[src/hw/pwm_pkg.sv]
// Contract
// - Disable bit zero gives pin to timer
// - Bits 7:4 channel 1, 3:0 channel 0
// - Three-bit field picks counting clock source
// - Bit 0 gates match A interrupt
// - Bits 1-3 gate match B, C, D
// - Bit 4 gates overflow/underflow interrupt
// - Two identical enable registers, independent channels
// - Pin C initial level bit at 2
// - Sixteen-bit counter counts up and down
// - Overflow sets channel 0 overflow flag
// - Level select bit picks active level
package pwm_pkg;

    // ****************************************************************
    // Register byte offsets
    // ****************************************************************
    localparam logic [7:0] OFS_PIN_DISABLE = 8'h00; // pin_output_disable
    localparam logic [7:0] OFS_CH0_CTRL    = 8'h04; // channel0_control
    localparam logic [7:0] OFS_CH0_IRQ_EN  = 8'h08; // channel0_irq_enable
    localparam logic [7:0] OFS_CH1_IRQ_EN  = 8'h0C; // channel1_irq_enable
    localparam logic [7:0] OFS_INIT_LEVEL  = 8'h10; // initial_output_level
    localparam logic [7:0] OFS_CH0_COUNTER = 8'h14; // channel0_counter
    localparam logic [7:0] OFS_START       = 8'h18; // start_control
    localparam logic [7:0] OFS_CH0_STATUS  = 8'h1C; // channel0_status, write one to clear
    localparam logic [7:0] OFS_CH1_STATUS  = 8'h20; // channel1_status, write one to clear
    localparam logic [7:0] OFS_LEVEL_SEL   = 8'h24; // phase level selects
    localparam logic [7:0] OFS_PERIOD      = 8'h28; // turnaround value
    localparam logic [7:0] OFS_DUTY        = 8'h2C; // change point

    // ****************************************************************
    // Field positions
    // ****************************************************************
    localparam int CH0_PIN_A      = 0; // Channel 0 pin A disable
    localparam int CH0_PIN_C      = 2; // Channel 0 pin C (half-period pin)
    localparam int IRQ_WRAP_BIT   = 4; // Overflow/underflow enable
    localparam int INIT_C0_BIT    = 2; // Pin C initial level
    localparam int RUN0_BIT       = 0; // ch0_run
    localparam int RUN1_BIT       = 1; // ch1_run
    localparam int NORM_LSEL_BIT  = 0; // normal_phase_level_sel
    localparam int CNTR_LSEL_BIT  = 1; // counter_phase_level_sel

    // ****************************************************************
    // Reset values and encodings
    // ****************************************************************
    localparam logic [7:0]  RST_BYTE    = 8'h00;
    localparam logic [15:0] RST_WORD    = 16'h0000;
    localparam logic [15:0] RST_PERIOD  = 16'hFFFF;
    localparam logic [2:0]  SRC_CLK     = 3'h0; // System clock
    localparam logic [2:0]  SRC_DIV2    = 3'h1;
    localparam logic [2:0]  SRC_DIV4    = 3'h2;
    localparam logic [2:0]  SRC_DIV8    = 3'h3;
    localparam logic [2:0]  SRC_DIV32   = 3'h4;
    localparam logic [2:0]  SRC_EXT     = 3'h5; // external_count_clock_pin
    localparam int          PRE_WIDTH   = 5;    // Prescaler reaches divide by 32

    // Counter direction states
    typedef enum logic [2:0]
    {
        CNT_IDLE = 3'b001,
        CNT_UP   = 3'b010,
        CNT_DOWN = 3'b100
    } cnt_state_t;

    // Per-channel event flags, laid out as the status register
    typedef struct packed
    {
        logic underflow_flag; // bit 5
        logic overflow_flag;  // bit 4
        logic match_d_flag;   // bit 3
        logic match_c_flag;   // bit 2
        logic match_b_flag;   // bit 1
        logic match_a_flag;   // bit 0
    } flags_t;

    // Decoded APB write strobe with its data
    typedef struct packed
    {
        logic        en;
        logic [7:0]  addr;
        logic [31:0] data;
    } wr_t;

endpackage

[src/hw/pwm_top.sv]
`timescale 1ns/1ps
module pwm_top
(
    input  wire logic        SYS_CLK,          // 100 MHz clock
    input  wire logic        NRST,             // Asynchronous reset, active low
    input  wire logic        PSEL,             // APB select
    input  wire logic        PENABLE,          // APB access phase
    input  wire logic        PWRITE,           // APB direction
    input  wire logic [7:0]  PADDR,            // APB byte address
    input  wire logic [31:0] PWDATA,           // APB write data
    output logic      [31:0] PRDATA,           // APB read data
    output logic             PREADY,           // APB ready
    output logic             PSLVERR,          // APB error on unmapped address
    input  wire logic        EXT_COUNT_CLK,    // external_count_clock_pin
    output logic      [7:0]  PIN_OUT,          // Timer level for each pin
    output logic      [7:0]  PIN_TMR_EN,       // High while the timer owns the pin
    output logic             IRQ               // Level interrupt
);

    // ****************************************************************
    // Reset release
    // ****************************************************************
    logic       rst_meta_q;                    // First synchroniser stage
    logic       rst_n_q;                       // Released reset copy

    // Asserts at once, releases two edges later to avoid a ragged release
    always_ff @(posedge SYS_CLK or negedge NRST)
    begin
        if (!NRST)
        begin
            rst_meta_q <= 1'b0;
            rst_n_q    <= 1'b0;
        end
        else
        begin
            rst_meta_q <= 1'b1;
            rst_n_q    <= rst_meta_q;
        end
    end

    // ****************************************************************
    // Register storage
    // ****************************************************************
    logic [7:0]            odis_q;             // pin_output_disable
    logic [7:0]            ctrl_q;             // channel0_control
    logic [7:0]            ien0_q;             // channel0_irq_enable
    logic [7:0]            ien1_q;             // channel1_irq_enable
    logic [7:0]            init_q;             // initial_output_level
    logic [1:0]            start_q;            // start_control
    logic [1:0]            lsel_q;             // Phase level selects
    logic [15:0]           period_q;           // Turnaround value
    logic [15:0]           duty_q;             // Change point
    logic [15:0]           dead_q;             // Last dead time loaded
    logic [15:0]           cnt_q;              // channel0_counter
    pwm_pkg::flags_t       st0_q;              // channel0_status
    pwm_pkg::flags_t       st1_q;              // channel1_status
    pwm_pkg::flags_t       ev0;                // Channel 0 events this cycle
    pwm_pkg::flags_t       ev1;                // Channel 1 events this cycle
    pwm_pkg::cnt_state_t   state_q;            // Counter direction
    pwm_pkg::wr_t          wr;                 // Write strobe
    logic                  running;            // Both channels started
    logic                  tick;               // Count source edge

    // ****************************************************************
    // APB slave
    // ****************************************************************
    // Zero wait states: the answer is in the first access cycle
    assign PREADY   = 1'b1;
    assign wr.en    = PSEL && PENABLE && PWRITE;
    assign wr.addr  = PADDR;
    assign wr.data  = PWDATA;

    logic          mapped;                     // Address hits a register
    logic [31:0]   rd_mux;                     // Read data before the flop

    // Decode the address and choose read data
    always_comb
    begin
        mapped = 1'b1;
        rd_mux = 32'h0000_0000;
        case (PADDR)
            pwm_pkg::OFS_PIN_DISABLE: rd_mux = {24'h000000, odis_q};
            pwm_pkg::OFS_CH0_CTRL:    rd_mux = {24'h000000, ctrl_q};
            pwm_pkg::OFS_CH0_IRQ_EN:  rd_mux = {24'h000000, ien0_q};
            pwm_pkg::OFS_CH1_IRQ_EN:  rd_mux = {24'h000000, ien1_q};
            pwm_pkg::OFS_INIT_LEVEL:  rd_mux = {24'h000000, init_q};
            pwm_pkg::OFS_CH0_COUNTER: rd_mux = {16'h0000, cnt_q};
            pwm_pkg::OFS_START:       rd_mux = {30'h0, start_q};
            pwm_pkg::OFS_CH0_STATUS:  rd_mux = {26'h0, st0_q};
            pwm_pkg::OFS_CH1_STATUS:  rd_mux = {26'h0, st1_q};
            pwm_pkg::OFS_LEVEL_SEL:   rd_mux = {30'h0, lsel_q};
            pwm_pkg::OFS_PERIOD:      rd_mux = {16'h0000, period_q};
            pwm_pkg::OFS_DUTY:        rd_mux = {16'h0000, duty_q};
            default:                  mapped = 1'b0; // Unmapped reads zero and errors
        endcase
    end

    // Read data is captured in the setup cycle so it comes from a flop
    always_ff @(posedge SYS_CLK or negedge rst_n_q)
    begin
        if (!rst_n_q)
        begin
            PRDATA  <= 32'h0000_0000;
            PSLVERR <= 1'b0;
        end
        else if (PSEL && !PENABLE)
        begin
            PRDATA  <= PWRITE ? 32'h0000_0000 : rd_mux;
            PSLVERR <= !mapped;
        end
    end

    // ****************************************************************
    // Control registers
    // ****************************************************************
    // Plain read/write registers; unused enable bits 7:5 stay zero
    always_ff @(posedge SYS_CLK or negedge rst_n_q)
    begin
        if (!rst_n_q)
        begin
            odis_q  <= pwm_pkg::RST_BYTE;
            ctrl_q  <= pwm_pkg::RST_BYTE;
            ien0_q  <= pwm_pkg::RST_BYTE;
            ien1_q  <= pwm_pkg::RST_BYTE;
            init_q  <= pwm_pkg::RST_BYTE;
            start_q <= 2'h0;
            lsel_q  <= 2'h0;
        end
        else if (wr.en)
        begin
            case (wr.addr)
                pwm_pkg::OFS_PIN_DISABLE: odis_q  <= wr.data[7:0];
                pwm_pkg::OFS_CH0_CTRL:    ctrl_q  <= wr.data[7:0];
                pwm_pkg::OFS_CH0_IRQ_EN:  ien0_q  <= {3'h0, wr.data[4:0]};
                pwm_pkg::OFS_CH1_IRQ_EN:  ien1_q  <= {3'h0, wr.data[4:0]};
                pwm_pkg::OFS_INIT_LEVEL:  init_q  <= wr.data[7:0];
                pwm_pkg::OFS_START:       start_q <= wr.data[1:0];
                pwm_pkg::OFS_LEVEL_SEL:   lsel_q  <= wr.data[1:0];
                default:                  ;                                     // Others elsewhere
            endcase
        end
    end

    // Period and duty are frozen while both channels run
    always_ff @(posedge SYS_CLK or negedge rst_n_q)
    begin
        if (!rst_n_q)
        begin
            period_q <= pwm_pkg::RST_PERIOD;
            duty_q   <= pwm_pkg::RST_WORD;
        end
        else if (wr.en && !running)
        begin
            // Writes during a run are dropped to avoid a torn cycle
            if (wr.addr == pwm_pkg::OFS_PERIOD)
                period_q <= wr.data[15:0];
            if (wr.addr == pwm_pkg::OFS_DUTY)
                duty_q <= wr.data[15:0];
        end
    end

    assign running = start_q[pwm_pkg::RUN0_BIT] && start_q[pwm_pkg::RUN1_BIT];

    // ****************************************************************
    // Count source
    // ****************************************************************
    logic [pwm_pkg::PRE_WIDTH-1:0] pre_q;      // Free-running prescaler
    logic                          ext_q;      // Last external clock level

    // Prescaler and external edge detect
    always_ff @(posedge SYS_CLK or negedge rst_n_q)
    begin
        if (!rst_n_q)
        begin
            pre_q <= '0;
            ext_q <= 1'b0;
        end
        else
        begin
            pre_q <= pre_q + 1'b1;
            ext_q <= EXT_COUNT_CLK;
        end
    end

    // One tick per source period; the two unused codes never count
    always_comb
    begin
        case (ctrl_q[2:0])
            pwm_pkg::SRC_CLK:   tick = 1'b1;
            pwm_pkg::SRC_DIV2:  tick = &pre_q[0:0];
            pwm_pkg::SRC_DIV4:  tick = &pre_q[1:0];
            pwm_pkg::SRC_DIV8:  tick = &pre_q[2:0];
            pwm_pkg::SRC_DIV32: tick = &pre_q[4:0];
            pwm_pkg::SRC_EXT:   tick = EXT_COUNT_CLK && !ext_q;
            default:            tick = 1'b0;
        endcase
    end

    // ****************************************************************
    // Up/down counter
    // ****************************************************************
    logic cnt_wr;                              // Software loads the counter
    logic at_top;                              // Up count reaches period
    logic at_bottom;                           // Down count reaches zero
    assign cnt_wr    = wr.en && (wr.addr == pwm_pkg::OFS_CH0_COUNTER);
    assign at_top    = (state_q == pwm_pkg::CNT_UP) && (cnt_q == period_q);
    assign at_bottom = (state_q == pwm_pkg::CNT_DOWN) && (cnt_q == 16'h0000);

    // A software load wins over a tick in the same cycle
    always_ff @(posedge SYS_CLK or negedge rst_n_q)
    begin
        if (!rst_n_q)
        begin
            cnt_q   <= pwm_pkg::RST_WORD;
            dead_q  <= pwm_pkg::RST_WORD;
            state_q <= pwm_pkg::CNT_IDLE;
        end
        else if (cnt_wr)
        begin
            cnt_q  <= wr.data[15:0];
            dead_q <= wr.data[15:0];
        end
        else if (!running)
            state_q <= pwm_pkg::CNT_IDLE;
        else if (tick)
        begin
            case (state_q)
                pwm_pkg::CNT_IDLE:
                begin
                    state_q <= pwm_pkg::CNT_UP;
                    cnt_q   <= cnt_q + 16'h0001;
                end
                pwm_pkg::CNT_UP:
                begin
                    state_q <= at_top ? pwm_pkg::CNT_DOWN : pwm_pkg::CNT_UP;
                    cnt_q   <= at_top ? cnt_q - 16'h0001 : cnt_q + 16'h0001;
                end
                pwm_pkg::CNT_DOWN:
                begin
                    state_q <= at_bottom ? pwm_pkg::CNT_UP : pwm_pkg::CNT_DOWN;
                    cnt_q   <= at_bottom ? cnt_q + 16'h0001 : cnt_q - 16'h0001;
                end
                default:
                    state_q <= pwm_pkg::CNT_IDLE;
            endcase
        end
    end

    // ****************************************************************
    // Events, status and interrupt
    // ****************************************************************
    logic live;                                // Counting tick without a load
    assign live = running && tick && !cnt_wr;

    // Events of this tick, in status layout
    always_comb
    begin
        ev0                = '0;
        ev1                = '0;
        ev0.match_a_flag   = live && at_top;
        ev0.match_b_flag   = live && (state_q == pwm_pkg::CNT_UP) && (cnt_q == duty_q);
        ev0.match_c_flag   = live && (state_q == pwm_pkg::CNT_DOWN) && (cnt_q == duty_q);
        ev0.match_d_flag   = live && (state_q == pwm_pkg::CNT_DOWN) && (cnt_q == dead_q);
        ev0.overflow_flag  = live && at_top;
        ev1.underflow_flag = live && at_bottom;
    end

    // Sticky flags; a set in the clearing cycle wins
    always_ff @(posedge SYS_CLK or negedge rst_n_q)
    begin
        if (!rst_n_q)
        begin
            st0_q <= '0;
            st1_q <= '0;
        end
        else
        begin
            st0_q <= ev0 | (st0_q & ~((wr.en && wr.addr == pwm_pkg::OFS_CH0_STATUS) ? wr.data[5:0] : 6'h00));
            st1_q <= ev1 | (st1_q & ~((wr.en && wr.addr == pwm_pkg::OFS_CH1_STATUS) ? wr.data[5:0] : 6'h00));
        end
    end

    logic [1:0] req;                           // Per-channel request
    logic       ch_wrap0;                      // Channel 0 wrap source
    logic       ch_wrap1;                      // Channel 1 wrap source
    assign ch_wrap0 = st0_q.overflow_flag | st0_q.underflow_flag;
    assign ch_wrap1 = st1_q.overflow_flag | st1_q.underflow_flag;
    // Enables mask the request only; flags stay as they are
    assign req[0] = |(st0_q[3:0] & ien0_q[3:0])
                  | (ch_wrap0 & ien0_q[pwm_pkg::IRQ_WRAP_BIT]);
    assign req[1] = |(st1_q[3:0] & ien1_q[3:0])
                  | (ch_wrap1 & ien1_q[pwm_pkg::IRQ_WRAP_BIT]);
    assign IRQ = |req;

    // ****************************************************************
    // Pin outputs
    // ****************************************************************
    logic norm_act;                            // Normal-phase active level
    logic cntr_act;                            // Counter-phase active level
    logic pwm_on;                              // Normal phase is active
    logic half_q;                              // Half-period pin level
    logic cntr_on;                             // Counter phase is active
    assign norm_act = lsel_q[pwm_pkg::NORM_LSEL_BIT];
    assign cntr_act = lsel_q[pwm_pkg::CNTR_LSEL_BIT];
    assign pwm_on   = (state_q != pwm_pkg::CNT_IDLE) && (cnt_q < duty_q);
    // Idle shows the initial, inactive level on the counter phase as well
    assign cntr_on  = (state_q != pwm_pkg::CNT_IDLE) && !(cnt_q < duty_q);

    // Pin C starts at its chosen level and inverts at each turnaround
    always_ff @(posedge SYS_CLK or negedge rst_n_q)
    begin
        if (!rst_n_q)
            half_q <= 1'b1;
        else if (state_q == pwm_pkg::CNT_IDLE)
            half_q <= init_q[pwm_pkg::INIT_C0_BIT] ? norm_act : !norm_act;
        else if (live && (at_top || at_bottom))
            half_q <= !half_q;
    end

    // Pin levels come from flops; ownership follows the disable bits
    always_ff @(posedge SYS_CLK or negedge rst_n_q)
    begin
        if (!rst_n_q)
            PIN_OUT <= 8'hFF;
        else
        begin
            PIN_OUT[0] <= !norm_act;
            PIN_OUT[1] <= pwm_on ? norm_act : !norm_act;
            PIN_OUT[2] <= half_q;
            PIN_OUT[3] <= cntr_on ? cntr_act : !cntr_act;
            PIN_OUT[4] <= pwm_on ? norm_act : !norm_act;
            PIN_OUT[5] <= pwm_on ? norm_act : !norm_act;
            PIN_OUT[6] <= cntr_on ? cntr_act : !cntr_act;
            PIN_OUT[7] <= cntr_on ? cntr_act : !cntr_act;
        end
    end

    assign PIN_TMR_EN = ~odis_q;
endmodule

[config.mk]
export PLATFORM = sky130hd
export DESIGN_NAME = pwm_top
export DESIGN_NICKNAME = d
export VERILOG_FILES = /design/src/hw/pwm_pkg.sv /design/src/hw/pwm_top.sv
export SDC_FILE = /design/constraint.sdc
export NUM_CORES = 1
export LEC_CHECK = 0
export BUFFER_PORTS_ARGS = -buffer_cell sky130_fd_sc_hd__buf_2
export CORE_MARGIN = 2
export CORE_UTILIZATION = 40
export CTS_CLUSTER_SIZE = 20
export DETAILED_ROUTE_END_ITERATION = 10
export SYNTH_ARGS = -nofsm -noshare
export SYNTH_HDL_FRONTEND = slang
export SYNTH_SLANG_ARGS = --single-unit
[constraint.sdc]
create_clock -name SYS_CLK -period 4 [get_ports SYS_CLK]
set_input_delay 0.6 -clock SYS_CLK [delete_from_list [all_inputs] [get_ports SYS_CLK]]
set_output_delay 0.6 -clock SYS_CLK [all_outputs]
set_load 0.01 [all_outputs]
# After elaboration in Yosys (flattened, before gate mapping)
# Cells that the tools add are included.
# totals
regBits	166
latch_bits	0
mem_bits_rw	0
mem_bits_ro	0
input_bits	46
output_inout_bits	51
wordCells	156
n_memories	0
# classes
n_addsub	3
multipliers	0
div_mod_pow	0
magnitude_cmp	1
eq_ne	24
shift	0
muxes	22
bitwise_logic	16
n_reduce_logical	58
# op_table
operator	count
$pmux 16 s12	1
$mux 16	5
$eq 16x16->1	3
$pmux 16 s3	1
$eq 8x5->1 const B	4
$eq 8x6->1 const B	4
$mux 32	1
$logic_and 1x1->1	23
$reduce_and 2->1	11
$add 16x1->16 const B	1
$eq 8x4->1 const B	2
$logic_not 16->1	1
$lt 16x16->1	1
$sub 16x1->16 const B	1
$and 6x6->6	2
$mux 3	4
$mux 6	2
$not 6->6	2
$reduce_or 12->1	1
$eq 3x2->1 const B	3
$eq 3x3->1 const B	3
$logic_not 1->1	9
$pmux 3 s3	1
$and 4x4->4	2
22 further kinds	36

# Longest topological paths before layout
# Gate-level depths: netlist (run 1).
# logic_depth
depth_word	8
ltp_mapped	12
ltp_nobuf	10

# Worst setup path before layout (run 1)
# Ideal clock, no wire load.
# synth_timing
path_kind	register -> register
from	reg cnt_q[0]
to	reg cnt_q[14]
setup_ps	82
arrival_ps	2574
t_required_ps	3918
path_slack_ps	1344
path_stages_with_launch	11
path_buffers	1
period_less_slack_ps	2656
cell_sequence	dfrtp_1 -> clkbuf_1 -> inv_1 -> ha_1 -> or3b_1 -> or4_4 -> nor3b_2 -> nand2_1 -> mux2_2 -> or3_1 -> a31oi_1
# synth_via
elab_chain_cells	7
word_cells_on_any_way	12
cone_classes	add/sub: 2; eq/ne: 1; mux: 6; reduce/logical: 3
# synth_lines
item	line_no	text
start, declared	pwm_top.sv:54	logic [15:0] cnt_q;
start signal, assigned	pwm_top.sv:214	cnt_q <= pwm_pkg::RST_WORD;
start signal, assigned	pwm_top.sv:220	cnt_q <= wr.data[15:0];
start signal, assigned	pwm_top.sv:231	cnt_q <= cnt_q + 16'h0001;
branches (longest 3 deep; another with $sub 16x1->16)	n/a	
$pmux 16 s3 *	pwm_top.sv:227	case (state_q)
$mux 16 *	pwm_top.sv:225	else if (tick)
$mux 16 *	pwm_top.sv:223	else if (!running)
$mux 16 *	pwm_top.sv:218	else if (cnt_wr)
# Every way passes the cells marked *. The select of a mux whose other input is x is not followed.
# A chain may end at the register's enable or synchronous reset.

# Worst setup path after layout (run 1)
# layout_timing
from	reg cnt_q[13]
to	reg cnt_q[14]
# The elaborated chain is that of the path after synthesis.

==> results.cfg, run 1 <==
[outcome]
run_status = finished clean

[worst_hold_path]
hold_path_startpoint = EXT_COUNT_CLK
holdCritPathClass = input pin to register

[die]
die_width_um = 146.7
die_height_um = 146.7
floorplan.initialDensity = 0.4050
number_of_top_level_design_ports = 97
placementRows = 52
fp.dieArea_um2 = 21510
fp.coreArea_um2 = 20100

[timing]
min_period_over_period = 0.7430
layout_setup_ws_ps = 1028
tightestPinTransition_ps = 1005
finalHoldViolCount = 0
finalWorstPathRequiredPeriod_ps = 2972
maxSlewViolCount = 0
slew-limit-headroom = 0.3277
fmaxAchievable_mhz = 336.5
skew_ps = 8.381
rsz0062_at_grt = false
setup_viols_final = 0
fin_setup_tns_ps = 0

[place]
dp.cells = 1114
gp_routability_congestion = 0.8834
io_buffer_count = 63
detailed_place.area_um2 = 8631
place_ws_ps = 1029
dpl.hpwl_um = 16000

[critical_path]
critPathCaptureType = register
crit_path_max_fanout = 17
cp-start-kind = register
critical_path_buf_inv_count = 0
path_delay_family = simple AND/OR/NAND/NOR gates
critical_path.max_stage_delay_ps = 590
critical_path.reg2reg.startpoint = cnt_q[13]
cp_data_required_time_ps = 4340
crit_chain = xor2_1, nor4_1, nand4_1, o21ai_4, mux2_2, or3_1, a31oi_1
worstSetupStartpoint = cnt_q[13]
setup.worst_path.class = register to register
crit_path_top_delay_cell = sky130_fd_sc_hd__o21ai_4
arrival_ps = 3310

[cells_and_area]
finish.instance_area_um2 = 9254
layout.cells.non_filler = 1147
final_net_count = 932
fillerInstances = 1919
flow.area_growth_from_synthesis_pct = 13.66
antenna_cells = 0
final_layout_size_suffix_gt1_frac = 0.2429

[route]
drt_iter0_drc = 586
drt_first_pass_iters = 7
drt_wl_total_um = 22210
routed_via_density = 5.644
number_of_drc_violations_after_detailed_routing = 0
antenna_left = 0
vias = 6474
post_detailed_route_wirelength_per_cell_um = 19.36

[global_routing]
grt_pass1_wl_um = 35540
largest_net_degree_at_the_start_of_global_routing = 65
grt_remaining_overflow = 0
grtUsageTotal = 0.2146
grt_antenna_before_repair = 0
vias_in_the_first_global_route = 6203

[clock_tree]
numCtsBuffers = 17
clock_tree.buffer_depth = 2
clock_latency_ps = 420
clk_transition_reported_paths_ps = 60
clock_sinks = 147
clock-root-buffer = sky130_fd_sc_hd__clkbuf_16
clock_tree_from_tritoncts = built
cts.htree.levels = 4

[yosys]
synth_enable_flop_cells = 0
post_synth_inst_count = 820
syn_avg_cell_area_um2 = 9.929
ys_async_sr_fraction = 1.000
seq_area_frac_synth = 0.4552
yosysWarningCount = 0
ys_seq_elements = 147
postSynth.topFlopCell = sky130_fd_sc_hd__dfrtp_1
synthesis.area_um2 = 8142
yosysUniqueCellTypes = 60

[flow_run]
maxCapViolations = 0

[power_and_ir_drop]
leakage_nw = 4.410
share_of_total_power_in_combinational_logic = 0.050
cell_internal_pwr_mw = 2.624
power_spent_charging_and_discharging_nets_uw = 760.7
ir_drop_v = 0.0002128
cellPowerDensity_nw_per_um2 = 365.8
share_seq_of_total_power = 0.455
switching_share = 0.2247
clock_power_share = 0.496
==> cells in the final DEF, fill, tap and decap left out, types with 14 or more instances in the layout <==
master | netlist | routed
sky130_fd_sc_hd__dfrtp_1 | 125 | 124
sky130_fd_sc_hd__dfstp_2 | 22 | 22
sky130_fd_sc_hd__a22oi_1 | 21 | 21
sky130_fd_sc_hd__mux2i_1 | 18 | 18
sky130_fd_sc_hd__nand3_1 | 19 | 19
sky130_fd_sc_hd__buf_2 | 7 | 63
sky130_fd_sc_hd__nor3_1 | 21 | 21
sky130_fd_sc_hd__xor2_1 | 32 | 32
sky130_fd_sc_hd__o22ai_1 | 14 | 14
sky130_fd_sc_hd__mux2_2 | 67 | 67
sky130_fd_sc_hd__nor2_1 | 40 | 39
sky130_fd_sc_hd__buf_4 | 22 | 15
sky130_fd_sc_hd__ha_1 | 22 | 22
sky130_fd_sc_hd__nand2_1 | 113 | 113
sky130_fd_sc_hd__inv_1 | 32 | 32
sky130_fd_sc_hd__o21ai_0 | 41 | 41
sky130_fd_sc_hd__clkbuf_16 | 0 | 17
sky130_fd_sc_hd__conb_1 | 2 | 18
==> state kept, by name (all words and copies together), names as in the netlist, 2 cells and up <==
name      flops
dead_q       16
odis_q        8
lsel_q        2
duty_q       16
ien0_q        5
start_q       2
period_q     16
PRDATA       16
st1_q         6
pre_q         5
init_q        8
cnt_q        16
st0_q         6
ctrl_q        8
state_q       3
ien1_q        5
PIN_OUT       4
==> power groups by stage <==
stage | sequential, mW | combinational, mW | clock (mW)
detailed placement | 1.57 | 0.167 | 0
floorplan | 1.57 | 0.101 | 0
global placement | 1.57 | 0.166 | 0
CTS | 1.54 | 0.168 | 1.71
finish | 1.54 | 0.168 | 1.68
global route | 1.54 | 0.185 | 1.77
==> logic make-up (layout without fill, tap and decap cells) <==
kind of cell,after synthesis,count (layout),share of synthesized area
adders and majority gates,22,22,0.03381
xor gates and xnor gates,39,39,0.04196
other,2,18,0.0009224
muxes,88,88,0.1231
AOI/OAI and AO/OA,140,140,0.1177
buffers and inverters,103,144,0.05963
and+or+nand+nor,279,279,0.1677
DFF,147,147,0.4552
==> cell type report <==
cell class,instances,area (um2),share of cell area
Inverter,32,120.1,0.01298
Timing Repair Buffer,80,457.9,0.04949
Multi-Input combinational cell,586,4015,0.4339
Tap cell,270,337.8,0.03651
Sequential cell,147,3710,0.4009
Clock buffer,22,454.2,0.04908
Clock inverter,10,158.9,0.01717
==> cells in the mapped netlist (10+ instances only) <==
master / number / area [um2]
sky130_fd_sc_hd__nor4_1: 11 / 68.82
sky130_fd_sc_hd__o21ai_0: 41 / 205.2
sky130_fd_sc_hd__nor3_1: 21 / 105.1
sky130_fd_sc_hd__or3_1: 12 / 75.07
sky130_fd_sc_hd__xor2_1: 32 / 280.3
sky130_fd_sc_hd__nand3_1: 19 / 95.09
sky130_fd_sc_hd__dfstp_2: 22 / 578.1
sky130_fd_sc_hd__ha_1: 22 / 275.3
sky130_fd_sc_hd__dfrtp_1: 125 / 3128
sky130_fd_sc_hd__buf_4: 22 / 165.2
sky130_fd_sc_hd__nand2_1: 113 / 424.2
sky130_fd_sc_hd__o22ai_1: 14 / 87.58
sky130_fd_sc_hd__mux2_2: 67 / 754.5
sky130_fd_sc_hd__clkbuf_1: 40 / 150.1
sky130_fd_sc_hd__nand4_1: 10 / 62.56
sky130_fd_sc_hd__nand2b_1: 13 / 81.33
sky130_fd_sc_hd__mux2i_1: 18 / 180.2
sky130_fd_sc_hd__inv_1: 32 / 120.1
sky130_fd_sc_hd__nor2_1: 40 / 150.1
sky130_fd_sc_hd__a22oi_1: 21 / 157.7
==> per-layer routing <==
metal | share of wire | GRT usage | wire length (um)
met1 | 0.46 | 0.3043 | 10250
met2 | 0.45 | 0.3272 | 10060
met3 | 0.053 | 0.03313 | 1185
met4 | 0.032 | 0.09175 | 709
met5 | 0 | 0 | 0
==> stage by stage <==
stage / hold slack (ps) / power, mW / utilization
final: 318.7 / 3.385 / 0.4603
after global routing: 309.9 / 3.496 / 0.4603
after CTS: 305.3 / 3.417 / 0.4603
after detailed placement: 337.3 / 1.732 / 0.4293
after global placement: 332.9 / 1.731 / 0.4293
after floorplan: 304.4 / 1.668 / -
==> what timing repair did <==
item / in CTS / in global routing
buffers inserted: 0 / 0
hold buffers: 1 / 0
endpoints found under the hold margin: 2 / 0
resized for setup: 0 / 0
==> final timing paths <==
| path | to | slack (ps) | depth (start not counted) |
|---|---|---|---|
| setup / recovery | cnt_q[14] | 1030 | 7 |
| hold / removal | ext_q | 320 | 1 |
| setup reg to reg | cnt_q[14] | 1030 | 7 |
| hold reg to reg | rst_n_q | 350 | 0 |
| max in group asynchronous | period_q[12] | 2640 | 1 |
| min in group asynchronous | odis_q[6] | 450 | 0 |
Power figures use the tool's default switching activity.
==> inputs of run 2 (changes only) <==
--- a/config.mk
+++ b/config.mk
@@ -5,6 +5,7 @@
 export SDC_FILE = /design/constraint.sdc
 export NUM_CORES = 1
 export LEC_CHECK = 0
+export ABC_AREA = 1
 export BUFFER_PORTS_ARGS = -buffer_cell sky130_fd_sc_hd__buf_2
 export CORE_MARGIN = 2
 export CORE_UTILIZATION = 40
==> constraint.sdc (replaced) <==
create_clock -name SYS_CLK -period 3 [get_ports SYS_CLK]
set_input_delay 0.45 -clock SYS_CLK [delete_from_list [all_inputs] [get_ports SYS_CLK]]
set_output_delay 0.45 -clock SYS_CLK [all_outputs]
set_load 0.01 [all_outputs]
==> results.cfg, run 2 <==
[outcome]
run_status = finished clean

[power_and_ir_drop]
cellPowerDensity_nw_per_um2 = 454.9
share_of_total_power_in_combinational_logic = 0.057
switching_share = 0.2405
share_seq_of_total_power = 0.462
ir_drop_v = 0.0002857
clock_power_share = 0.481
cell_internal_pwr_mw = 3.380
leakage_nw = 4.804
power_spent_charging_and_discharging_nets_mw = 1.070

[global_routing]
grt_remaining_overflow = 0
largest_net_degree_at_the_start_of_global_routing = 54
grt_antenna_before_repair = 1
vias_in_the_first_global_route = 7142
grtUsageTotal = 0.2218
grt_pass1_wl_um = 38870

[die]
fp.dieArea_um2 = 23010
fp.coreArea_um2 = 21620
number_of_top_level_design_ports = 97
floorplan.initialDensity = 0.4035
die_width_um = 151.7
die_height_um = 151.7
placementRows = 54

[critical_path]
reg2reg_slack_ps = 610
crit_path_top_delay_cell = sky130_fd_sc_hd__nor2_4
worst_path_most_repeated_cell = sky130_fd_sc_hd__nand2_1
critical_path.max_stage_delay_ps = 500
critical_path.reg2reg.startpoint = pre_q[0]
worstSetupStartpoint = pre_q[0]
arrival_ps = 2750
cp_data_required_time_ps = 3360
crit_chain = ha_1, nand2_1, nor2_1, ha_1, inv_1, nand2_1, o21ai_0, nand2_1, nand2_1, inv_1, nand4_4, nor2_4, nand3_1, nand3_1
cp-start-kind = register
crit_path_max_fanout = 19
critPathCaptureType = register
setup.worst_path.class = register to register

[yosys]
most_common_cell_in_the_synthesized_netlist = sky130_fd_sc_hd__nand2_1
post_synth_inst_count = 1176
synthesis.area_um2 = 8723
postSynth.topFlopCell = sky130_fd_sc_hd__dfrtp_1
synth.top_cell.area_share = 0.3586
synth-adder-area-share = 0.03155
synth_top_cell_by_area = sky130_fd_sc_hd__dfrtp_1
ys_async_sr_fraction = 1.000
synth.top_cells.by_area = sky130_fd_sc_hd__dfrtp_1, sky130_fd_sc_hd__nand2_1, sky130_fd_sc_hd__o21ai_0
synthSimpleGateAreaFrac = 0.3081
synth-compound-area-share = 0.09309
synth_enable_flop_cells = 0
synth-xor-area-share = 0.03614
syn_avg_cell_area_um2 = 7.418
synth.area.mux_share = 0.001147
yosysUniqueCellTypes = 44
seq_area_frac_synth = 0.4248
ys_seq_elements = 147
yosysWarningCount = 0
combinational_family_with_the_most_area_after_synthesis = simple AND/OR/NAND/NOR gates
netlist_top_cells_count = sky130_fd_sc_hd__nand2_1, sky130_fd_sc_hd__inv_1, sky130_fd_sc_hd__dfrtp_1

[cells_and_area]
final_layout_size_suffix_gt1_frac = 0.1502
finalCoreUtilization = 0.4525
finish.instance_area_um2 = 9784
flow.area_growth_from_synthesis_pct = 12.16
final_net_count = 1300
mostFrequentLayoutCells = sky130_fd_sc_hd__nand2_1, sky130_fd_sc_hd__inv_1, sky130_fd_sc_hd__dfrtp_1
fillerInstances = 2225
layout_commonest_cell = sky130_fd_sc_hd__nand2_1

[route]
post_detailed_route_wirelength_per_cell_um = 16.02
drt_wl_total_um = 24450
routed_via_density = 5.029
antenna_left = 0
number_of_drc_violations_after_detailed_routing = 0
drt_iter0_drc = 589
drt_first_pass_iters = 6
vias = 7675

[place]
io_buffer_count = 63
gp_routability_congestion = 0.8956
detailed_place.area_um2 = 9190
dpl.hpwl_um = 17990

[timing]
tightestPinTransition_ps = 708.1
setup_viols_final = 0
finalWorstPathRequiredPeriod_ps = 2386
min_period_over_period = 0.7954
slew-limit-headroom = 0.5268
fin_setup_tns_ps = 0
maxSlewViolCount = 0
finalHoldViolCount = 0
skew_ps = 7.603
fmaxAchievable_mhz = 419.1
rsz0062_at_grt = false

[clock_tree]
clk_transition_reported_paths_ps = 60
clock_latency_ps = 430
clock-root-buffer = sky130_fd_sc_hd__clkbuf_16
clock_tree.buffer_depth = 2
clock_tree_from_tritoncts = built
numCtsBuffers = 17
cts.htree.levels = 4
post-cts-setup-buffers = 0
clock_sinks = 147

[worst_hold_path]
holdCritPathClass = input pin to register
hold_path_startpoint = EXT_COUNT_CLK

[flow_run]
maxCapViolations = 0
-- run 2: per-layer routing --
| metal | track usage | vias up | share of wire | wire length [um] |
|---|---|---|---|---|
| met3 | 0.04222 | 25 | 0.067 | 1647 |
| met1 | 0.3262 | 3604 | 0.48 | 11620 |
| li1 | - | 3781 | - | - |
| met4 | 0.05972 | 0 | 0.014 | 346 |
| met2 | 0.3340 | 265 | 0.44 | 10840 |
| met5 | 0 | - | 0 | 0 |
-- run 2: worst paths after layout --
kind / endpoint / depth (start not counted)
max: cnt_q[6] / 14
max reg2reg: cnt_q[6] / 14
min in group asynchronous: dead_q[0] / 0
min: ext_q / 1
max in group asynchronous: period_q[13] / 1
min reg2reg: dead_q[0] / 0
-- run 2: power by group through the flow --
stage	Sequential [mW]	Combinational, mW	Clock, mW
2_1_floorplan	2.10	0.166	0
3_3_place_gp	2.09	0.253	0
3_5_place_dp	2.09	0.255	0
4_1_cts	2.06	0.257	2.17
5_1_grt	2.06	0.294	2.25
6_report	2.06	0.255	2.14
-- run 2: worst max-delay path: cells and delay by family (launching register included) --
kind,cells,cell delay (ps)
buffers and inverters,2,140
and+or+nand+nor,9,1340
DFF,1,400
AOI/OAI and AO/OA,1,90
adders and majority gates,2,350
-- run 2: logic make-up (layout without fill, tap and decap cells) --
family / Yosys count / in the layout
xor+xnor: 36 / 36
flops: 147 / 147
compound gates: 149 / 149
mux: 1 / 1
fa+ha+maj: 22 / 22
buf+inv: 202 / 255
other cells: 2 / 19
simple gates: 617 / 617
-- run 2: timing repair --
item / in CTS / in global routing
hold buffers: 1 / 0
gates resized for setup: 0 / 0
hold endpoints to repair: 2 / 0
-- run 2: area by class of cell --
type / count / area (um2) / share of cell area
well taps: 280 / 350.3 / 0.03581
clock buffers: 23 / 478.0 / 0.04885
repair buffers: 74 / 412.9 / 0.04220
clock inverters: 9 / 103.9 / 0.01061
inverters: 149 / 559.3 / 0.05716
flip-flops and latches: 147 / 3710 / 0.3792
diodes: 1 / 2.502 / 0.0002558
multi-input cells: 843 / 4168 / 0.4260
-- run 2: metrics by stage --
stage / instances / setup WS, ps / hold WS, ps / power, mW
5_1_grt: 1525 / 358.0 / 142.6 / 4.603
2_1_floorplan: 1192 / 582.0 / 154.4 / 2.262
3_5_place_dp: 1492 / 637.9 / 242.5 / 2.347
6_report: 1526 / 613.9 / 147.2 / 4.451
3_3_place_gp: 1492 / 694.1 / 237.3 / 2.344
4_1_cts: 1525 / 610.2 / 132.1 / 4.488
